$ cat config.mk
export PLATFORM = sky130hd
export DESIGN_NAME = aci_ctrl
export DESIGN_NICKNAME = d
export VERILOG_FILES = /design/src/include/aci_pkg.sv /design/src/aci_sync.sv /design/src/aci_ctrl.sv
export SDC_FILE = /design/constraint.sdc
export NUM_CORES = 1
export LEC_CHECK = 0
export BUFFER_PORTS_ARGS = -buffer_cell sky130_fd_sc_hd__buf_2
export CAP_MARGIN = 20
export CORE_ASPECT_RATIO = 1.75
export CORE_MARGIN = 1
export CORE_UTILIZATION = 30
export DETAILED_ROUTE_END_ITERATION = 12
export PLACE_DENSITY = 0.5
export SYNTH_ARGS = -nofsm -noshare
export SYNTH_HDL_FRONTEND = slang
export SYNTH_SLANG_ARGS = --single-unit
$ cat constraint.sdc
create_clock -name ref_clk -period 2.05 [get_ports ref_clk]
set_clock_uncertainty 0.15 [all_clocks]
set_input_delay 0.205 -clock ref_clk [delete_from_list [all_inputs] [get_ports ref_clk]]
set_output_delay 0.205 -clock ref_clk [all_outputs]
set_load 0.02 [all_outputs]
$ cat src/include/aci_pkg.sv
package aci_pkg;

	// ==========================================================================
	// Timing
	// ==========================================================================
	localparam int unsigned CLK_PERIOD_NS = 4;
	localparam int unsigned SYNC_STAGES = 2;
	// Integer-register scrub time after a soft init, in ns.
	localparam int unsigned INIT_SCRUB_NS = 32;
	localparam int unsigned INIT_SCRUB_CYC = (INIT_SCRUB_NS + CLK_PERIOD_NS - 1) / CLK_PERIOD_NS;
	// Self-test duration in ns.
	localparam int unsigned SELF_TEST_NS = 400;
	localparam int unsigned SELF_TEST_CYC = (SELF_TEST_NS + CLK_PERIOD_NS - 1) / CLK_PERIOD_NS;
	localparam int unsigned CNT_W = 8;

	// ==========================================================================
	// Reset values
	// ==========================================================================
	localparam logic LIC_ENABLE_RST = 1'b1;
	localparam logic [31:0] RESET_VECTOR_DEF = 32'hFFFF_FFF0;

	// ==========================================================================
	// Types
	// ==========================================================================
	typedef struct packed {
		logic ignore_numeric_error_n;
		logic soft_init_n;
		logic local_irq_pin_zero;
		logic local_irq_pin_one;
	} aci_pins_t;

	typedef struct packed {
		logic maskable_irq_request;
		logic nonmaskable_irq;
		logic local_irq_zero;
		logic local_irq_one;
	} aci_irq_t;

	typedef enum logic [3:0] {
		ACI_RUN   = 4'b0001,
		ACI_INIT  = 4'b0010,
		ACI_BUILT_IN_SELF_TEST  = 4'b0100,
		ACI_HOLD  = 4'b1000
	} aci_state_t;

endpackage

$ cat src/aci_sync.sv
`timescale 1ns/1ns
module aci_sync
	import aci_pkg::*;
(
	input  wire logic      ref_clk,
	input  wire logic      nrst,
	input  wire aci_pins_t pins_async,
	output aci_pins_t      pins_sync
);
	import aci_pkg::*;

	// ==========================================================================
	// Two-stage synchroniser
	// ==========================================================================
	// The stages keep sampling through hard reset, so the soft init level is already
	// settled when reset lifts and the self-test choice sees the real pin, not an idle value.
	// Outputs that depend on the pins have their own reset, so no spurious event escapes.
	aci_pins_t stage_one;

	// The first stage feeds only the second stage; nrst is deliberately not used here.
	always_ff @(posedge ref_clk)
	begin
		stage_one <= pins_async;
		pins_sync <= stage_one;
	end
endmodule

$ cat src/aci_ctrl.sv
`timescale 1ns/1ns
// Notes on behaviour
// - Ignore-numeric-error asserted: pending FP error ignored, no exception raised.
// - Ignore-numeric-error deasserted: next noncontrol FP instruction faults if error pending.
// - With numeric-error-report enable set, the ignore input has no effect.
// - Soft init resets integer registers, keeps caches and FP registers.
// - After soft init, execution resumes at the configured reset vector.
// - Snoops are still serviced while soft init is held.
// - Soft init is asynchronous, shared by all agents, accepted without alignment.
// - Soft init active at hard reset release starts built-in self-test.
// - Controller disabled: pin zero is maskable request, pin one nonmaskable.
// - Local interrupt controller is enabled after reset.
module aci_ctrl
	import aci_pkg::*;
(
	input  wire logic        ref_clk,
	input  wire logic        nrst,
	input  wire aci_pins_t   pins,
	input  wire logic        numeric_error_report_enable,
	input  wire logic        fp_error_set,
	input  wire logic        fp_noncontrol_issue,
	input  wire logic        lic_config_we,
	input  wire logic        lic_config_enable,
	input  wire logic        snoop_req,
	input  wire logic [31:0] config_reset_vector,
	input  wire logic        config_vector_we,
	output logic             fp_exception,
	output logic             fp_error_pending,
	output aci_irq_t         irq_out,
	output logic             lic_enabled,
	output logic             int_regs_reset,
	output logic             fetch_start,
	output logic [31:0]      fetch_vector,
	output logic             self_test_active,
	output logic             exec_halted,
	output logic             snoop_ack
);
	import aci_pkg::*;

	// ==========================================================================
	// Synchronised pins
	// ==========================================================================
	aci_pins_t  pins_sync;
	aci_state_t state;
	aci_state_t next_state;
	logic [CNT_W-1:0] count;
	logic [CNT_W-1:0] next_count;
	logic [31:0] reset_vector;
	logic        hard_reset_seen;
	logic        boot_decided;

	aci_sync u_sync (
		.ref_clk    (ref_clk),
		.nrst       (nrst),
		.pins_async (pins),
		.pins_sync  (pins_sync)
	);

	// ==========================================================================
	// Numeric error handling
	// ==========================================================================
	// The ignore pin only counts when native error reporting is off.
	wire ignore_active = !pins_sync.ignore_numeric_error_n && !numeric_error_report_enable;
	wire raise_fp      = fp_noncontrol_issue && fp_error_pending && !ignore_active;
	wire running       = (state == ACI_RUN);

	// The pending flag is cleared when the exception is taken; a new error in that cycle wins.
	always_ff @(posedge ref_clk)
	begin
		if (!nrst)
		begin
			fp_error_pending <= 1'b0;
			fp_exception     <= 1'b0;
		end
		else
		begin
			fp_exception     <= raise_fp && running;
			fp_error_pending <= fp_error_set || (fp_error_pending && !(raise_fp && running));
		end
	end

	// ==========================================================================
	// Local interrupt pin routing
	// ==========================================================================
	// Configuration is written by boot firmware through the controller's own space.
	always_ff @(posedge ref_clk)
	begin
		if (!nrst)
			lic_enabled <= LIC_ENABLE_RST;
		else if (lic_config_we)
			lic_enabled <= lic_config_enable;
	end

	wire aci_irq_t next_irq = '{
		maskable_irq_request: !lic_enabled && pins_sync.local_irq_pin_zero,
		nonmaskable_irq:      !lic_enabled && pins_sync.local_irq_pin_one,
		local_irq_zero:       lic_enabled && pins_sync.local_irq_pin_zero,
		local_irq_one:        lic_enabled && pins_sync.local_irq_pin_one
	};

	always_ff @(posedge ref_clk)
	begin
		if (!nrst)
			irq_out <= '0;
		else
			irq_out <= next_irq;
	end

	// ==========================================================================
	// Reset vector latch
	// ==========================================================================
	// Captured during power-on configuration; a soft init never changes it.
	always_ff @(posedge ref_clk)
	begin
		if (!nrst)
			reset_vector <= RESET_VECTOR_DEF;
		else if (config_vector_we && !boot_decided)
			reset_vector <= config_reset_vector;
	end

	// ==========================================================================
	// Soft init and self-test sequencing
	// ==========================================================================
	// The soft init level is sampled on the second cycle after hard reset release.
	wire init_asserted = !pins_sync.soft_init_n;
	wire count_done    = (count == '0);

	always_comb
	begin
		next_state = state;
		next_count = (count_done) ? count : count - CNT_W'(1);
		unique case (state)
			ACI_HOLD:
			begin
				if (!hard_reset_seen)
					next_state = ACI_HOLD;
				else if (init_asserted)
				begin
					next_state = ACI_BUILT_IN_SELF_TEST;
					next_count = CNT_W'(SELF_TEST_CYC);
				end
				else
				begin
					next_state = ACI_INIT;
					next_count = CNT_W'(INIT_SCRUB_CYC);
				end
			end
			ACI_BUILT_IN_SELF_TEST:
			begin
				if (count_done && !init_asserted)
				begin
					next_state = ACI_INIT;
					next_count = CNT_W'(INIT_SCRUB_CYC);
				end
			end
			ACI_INIT:
			begin
				// Stay here while the pin is held; integer state keeps being cleared.
				if (init_asserted)
					next_count = CNT_W'(INIT_SCRUB_CYC);
				else if (count_done)
					next_state = ACI_RUN;
			end
			ACI_RUN:
			begin
				if (init_asserted)
				begin
					next_state = ACI_INIT;
					next_count = CNT_W'(INIT_SCRUB_CYC);
				end
			end
			default:
			begin
				next_state = ACI_HOLD;
			end
		endcase
	end

	always_ff @(posedge ref_clk)
	begin
		if (!nrst)
		begin
			state           <= ACI_HOLD;
			count           <= '0;
			hard_reset_seen <= 1'b0;
			boot_decided    <= 1'b0;
		end
		else
		begin
			state           <= next_state;
			count           <= next_count;
			hard_reset_seen <= 1'b1;
			boot_decided    <= boot_decided || (state != ACI_HOLD && hard_reset_seen);
		end
	end

	// ==========================================================================
	// Sequencer outputs
	// ==========================================================================
	// Caches and FP registers have no reset hook here, so they survive a soft init.
	always_ff @(posedge ref_clk)
	begin
		if (!nrst)
		begin
			int_regs_reset   <= 1'b1;
			fetch_start      <= 1'b0;
			fetch_vector     <= RESET_VECTOR_DEF;
			self_test_active <= 1'b0;
			exec_halted      <= 1'b1;
		end
		else
		begin
			int_regs_reset   <= (next_state == ACI_INIT);
			fetch_start      <= (next_state == ACI_RUN) && (state != ACI_RUN);
			fetch_vector     <= reset_vector;
			self_test_active <= (next_state == ACI_BUILT_IN_SELF_TEST);
			exec_halted      <= (next_state != ACI_RUN);
		end
	end

	// ==========================================================================
	// Snoop service
	// ==========================================================================
	// Snoops are answered in every state so coherence holds across a soft init.
	always_ff @(posedge ref_clk)
	begin
		if (!nrst)
			snoop_ack <= 1'b0;
		else
			snoop_ack <= snoop_req;
	end
endmodule

# Word level (Yosys, flattened, before mapping)
# Cells that the tools add are included.
# totals
regBits	98
inputBits	45
out_inout_bits	44
# op_classes
n_mux	14
n_addsub	1
reduce_logical	23
n_eq_ne	10
# op_table
operator	count
two-way mux 8 bit	4
one-hot mux 8 bit (3 select lines)	1
two-way mux 4 bit	5
one-hot mux 4 bit (4 select lines)	1
logical AND 1 bit	13
equality test 4 x 1 -> 1 bit, second input constant	2
equality test 4 x 2 -> 1 bit, second input constant	2
equality test 4 x 3 -> 1 bit, second input constant	2
logical NOT 8 bit	1
inequality test 4 x 1 -> 1 bit, second input constant	2
subtractor 8 x 1 -> 8 bit, second input constant	1
two-way mux 7 bit	1
logical NOT 1 bit	6
equality test 4 bit, second input constant	1
inequality test 4 bit, second input constant	1
two-way mux 3 bit	1
logical OR 1 bit	2
OR reduction 2 bit	1
two-way mux 1 bit	1

# Logic depth before layout (Yosys ltp)
# depth
word_depth	8
mapped_depth	6

# Modules after synthesis
# From an unflattened synthesis, not the netlist that was laid out.
# hier_totals
hier_cells	334
hier_area_um2	3269.4
# modules_own_cells
mod	instances	area_each_um2	cells_per_inst	seq_area_each_um2
aci_ctrl	1	3109.2	326	1801.7
aci_sync	1	160.2	8	160.2

# Worst setup path before layout
# Ideal clock, no wire load.
# synth_path
path_type	register -> register
startpoint	register count[0]
endpoint	register exec_halted
t_required_ns	1.766
stages_incl_launch_ff	7
setup_ns	0.134
arrival_time_ns	1.476
path_slack_ns	0.290
path_cell_list	dfxtp_1 > inv_1 > ha_1 > nor3b_2 > and2_4 > a21oi_1 > or4_1
# synth_between
elab_chain_len	5
word_cells_on_any_way	7
# synth_rtl
element	line_no	source
start: declaration	aci_ctrl.sv:46	logic [CNT_W-1:0] count;
start signal: assignment	aci_ctrl.sv:191	count <= next_count;
logical NOT 8 bit *	aci_ctrl.sv:126	wire count_done = (count == '0);
two-way mux 4 bit / logical AND 1 bit (equally long branches)	aci_ctrl.sv:161, aci_ctrl.sv:150	
two-way mux 4 bit (on tied branches)	aci_ctrl.sv:159, aci_ctrl.sv:150	
one-hot mux 4 bit (4 select lines) *	aci_ctrl.sv:132	unique case (state)
inequality test 4 x 1 -> 1 bit *	aci_ctrl.sv:217	exec_halted <= (next_state != ACI_RUN);
end signal: assignment	aci_ctrl.sv:217	
end: declaration	aci_ctrl.sv:35	output logic exec_halted,
# Every way passes the cells marked *; elsewhere a longest branch is shown, timed or not.
# A chain may end at the register's enable or synchronous reset.

# Final worst setup path
# Same ends and word-level chain as after synthesis.

==> results.toml <==
[synth]
syn_nets = 386
yosysTopAreaCell = "dfxtp_1"
yosysUniqueCellTypes = 47
synthTopCellsByArea = "dfxtp_1 60%, nand2_1 8.5%, nand2b_1 5.7%"
ys_ff_latch = 98
synth_top_area_share_pct = 60.0
netlist_instances = 340
syn_area_per_cell_um2 = 9.62
yosysWarnings = 0
seq_area_frac_synth_pct = 60.0
syn_area_um2 = 3270

[cts]
clk_latency_ps = 330
clk_pin_slew_ps = 60
cts_tree = "yes"
postCtsSetupBuffers = 0
clock-sinks = 98
holdBufCountCts = 41
cts_resized = 0
root_buffer = "clkbuf_16"
cts_max_level = 3
numCtsBuffers = 9
clk_path_buf_depth = 2

[sta]
finalSetupViolCount = 0
report.final.slew_viol_count = 0
rsz0062_at_grt = "false"
finalCritPeriodShare_pct = 94.7
tightest_slew_ps = 498
holdWs_ps = 25.8
hold_viol = 0
min_period_ps = 1940
tns_ps = 0
relSlewSlack_pct = 66.5
fmax_ghz = 0.515

[critical_path]
r2r-start = "count[0]"
slowest_delay_ps = 410
cp_max_fo = 5
reg2reg_to = "exec_halted"
reg2reg_depth = 6
worst_path_max_delay_cell = "or4_1"
endpoint_kind = "flip-flop"
timing.critical_path.buf_inv = 1
cp_cell_sequence = "inv_1 > ha_1 > nor3b_2 > and2_4 > a21oi_1 > or4_1"
reg2reg_slack_ps = 110
cpLargestDelayFamily = "simple AND/OR/NAND/NOR gates"
worstSetupPathType = "reg -> reg"
cp.arrival_ps = 2000
startpoint_type = "flip-flop"
worstPathRequired_ps = 2110
crit_start = "count[0]"

[die]
start_util_pct = 30.7
die_h_um = 140
rows = 50
dieArea_um2 = 11300
coreArea_um2 = 10600
ios = 89
fp.dieW_um = 80.9

[drt]
drc = 0
ant_nets = 0
drt_iter0_drc = 78
routed-via-count = 2703
viasPerCell = 4.50
avgRoutedWirePerCell_um = 12.4
wl_mm = 7.45
drtPass1Iterations = 4

[placed_design]
routabilityCongestion = 0.777
hpwl_mm = 4.86
io_buffers = 88

[power]
combPwrFrac_pct = 21.1
total_power_uw = 5110
p_sw_share_pct = 27.7
peakVddDrop_v = 0.000545
p_sw_uw = 1410
leakage_uw = 0.00200
p_int_uw = 3690
seq_power_share_pct = 43.8
p_per_area_nw_per_um2 = 1110
power_frac_clock_pct = 35.0

[global_route]
met3_usage_pct = 3.19
grt_use_met2_pct = 23.9
grt_max_degree = 73
grt_pass1_vias = 2465
top_usage_layer = "met2"
gr-usage-all-layers_pct = 13.8
grt_overflow = 0
grt_pass1_wl_mm = 11.8
grt_use_met1_pct = 15.1
antenna_found_initial = 0

[final_layout]
final_cell_mix = "98 x dfxtp_1, 88 x buf_2, 74 x nand2_1"
multi_input_area_um2 = 1220
num_antenna_cells = 0
final_common_cell = "dfxtp_1"
drive_gt1_share_pct = 25.1
nets = 513
fillers = 1073
area_delta_synth_final_pct = 40.3
ff_latch_area_um2 = 1960

[hold_path]
min_to = "int_regs_reset"
hold_path.class = "in -> reg"
min_from = "nrst"
whs_path_depth = 2

[flow_run]
maxCapViolations = 0

[status]
outcome = "finished, final reports clean"
==> layout make-up <==
| cell class | instances | area share, % |
|---|---|---|
| Sequential cell | 98 | 42.8 |
| Multi-Input combinational cell | 220 | 26.7 |
| Timing Repair Buffer | 135 | 19.8 |
| Clock buffer | 11 | 5.29 |
| Tap cell | 130 | 3.55 |
| Clock inverter | 4 | 1.66 |
| Inverter | 3 | 0.245 |
==> worst max-delay path by stage <==
stage                             end  slack (ps)  depth (start not counted)
after global placement    exec_halted         220                          6
after CTS                 exec_halted         120                          6
after detailed placement  exec_halted         130                          6
final                     exec_halted         110                          6
after floorplan           exec_halted         290                          6
after global routing      exec_halted           4                          6
==> registers in the layout, indices dropped and copies added (netlist names), 4 cells and up <==
name	count
reset_vector	32
state	4
count	8
u_sync.pins_sync	4
u_sync.stage_one	4
fetch_vector	32
irq_out	4
==> stage by stage <==
stage / setup slack, ps / area (um2) / util [%] / cells
floorplan: 290 / 3270 / - / 340
global placement: 218 / 3860 / 36.3 / 545
detailed placement: 135 / 3860 / 36.3 / 545
CTS: 121 / 4590 / 43.1 / 601
global route: 3.92 / 4590 / 43.1 / 601
finish: 108 / 4590 / 43.1 / 601
==> cells by family after synthesis <==
family,Yosys count,share of synthesized area (%)
AND/OR/NAND/NOR,180,28.7
flip-flops,98,60.0
buffers and inverters,22,2.64
XOR/XNOR,4,1.07
AO/OA/AOI/OAI,33,6.58
multiplexers,2,0.612
adder cells (fa/ha/maj),1,0.383
==> power groups by stage <==
stage / registers [uW] / logic, uW / clock network [uW]
after floorplan: 2310 / 709 / 0
after global placement: 2280 / 1000 / 0
after detailed placement: 2280 / 1020 / 0
after global routing: 2260 / 1190 / 1920
after CTS: 2240 / 1090 / 1850
final: 2240 / 1080 / 1790
==> metal layers <==
metal | routed length, um | share of wire, %
met1 | 3050 | 41
met4 | 202 | 2.7
met5 | 0 | 0
met2 | 3950 | 53
met3 | 241 | 3.2
==> cells in the mapped netlist (all sizes together) <==
library cell / instances
a211o: 1
or4: 1
or3b: 1
nor2: 9
and3b: 2
o21ai: 4
a31oi: 2
nand4: 1
nor3b: 4
and3: 2
nand4b: 1
o2111ai: 1
ha: 1
and2: 8
and2b: 3
a211oi: 1
nor4: 2
inv: 3
nor4b: 3
or4b: 1
nand2b: 30
o21bai: 1
nor3: 1
nand3: 31
nand3b: 2
clkbuf: 13
nand2: 74
a221oi: 1
nor2b: 3
dfxtp: 98
xor2: 2
buf: 6
o211ai: 1
or3: 1
mux2i: 2
o221a: 1
a21boi: 6
a21o: 1
o21a: 1
a21oi: 12
xnor2: 2
Note: power is estimated with default switching activity, not from simulation.
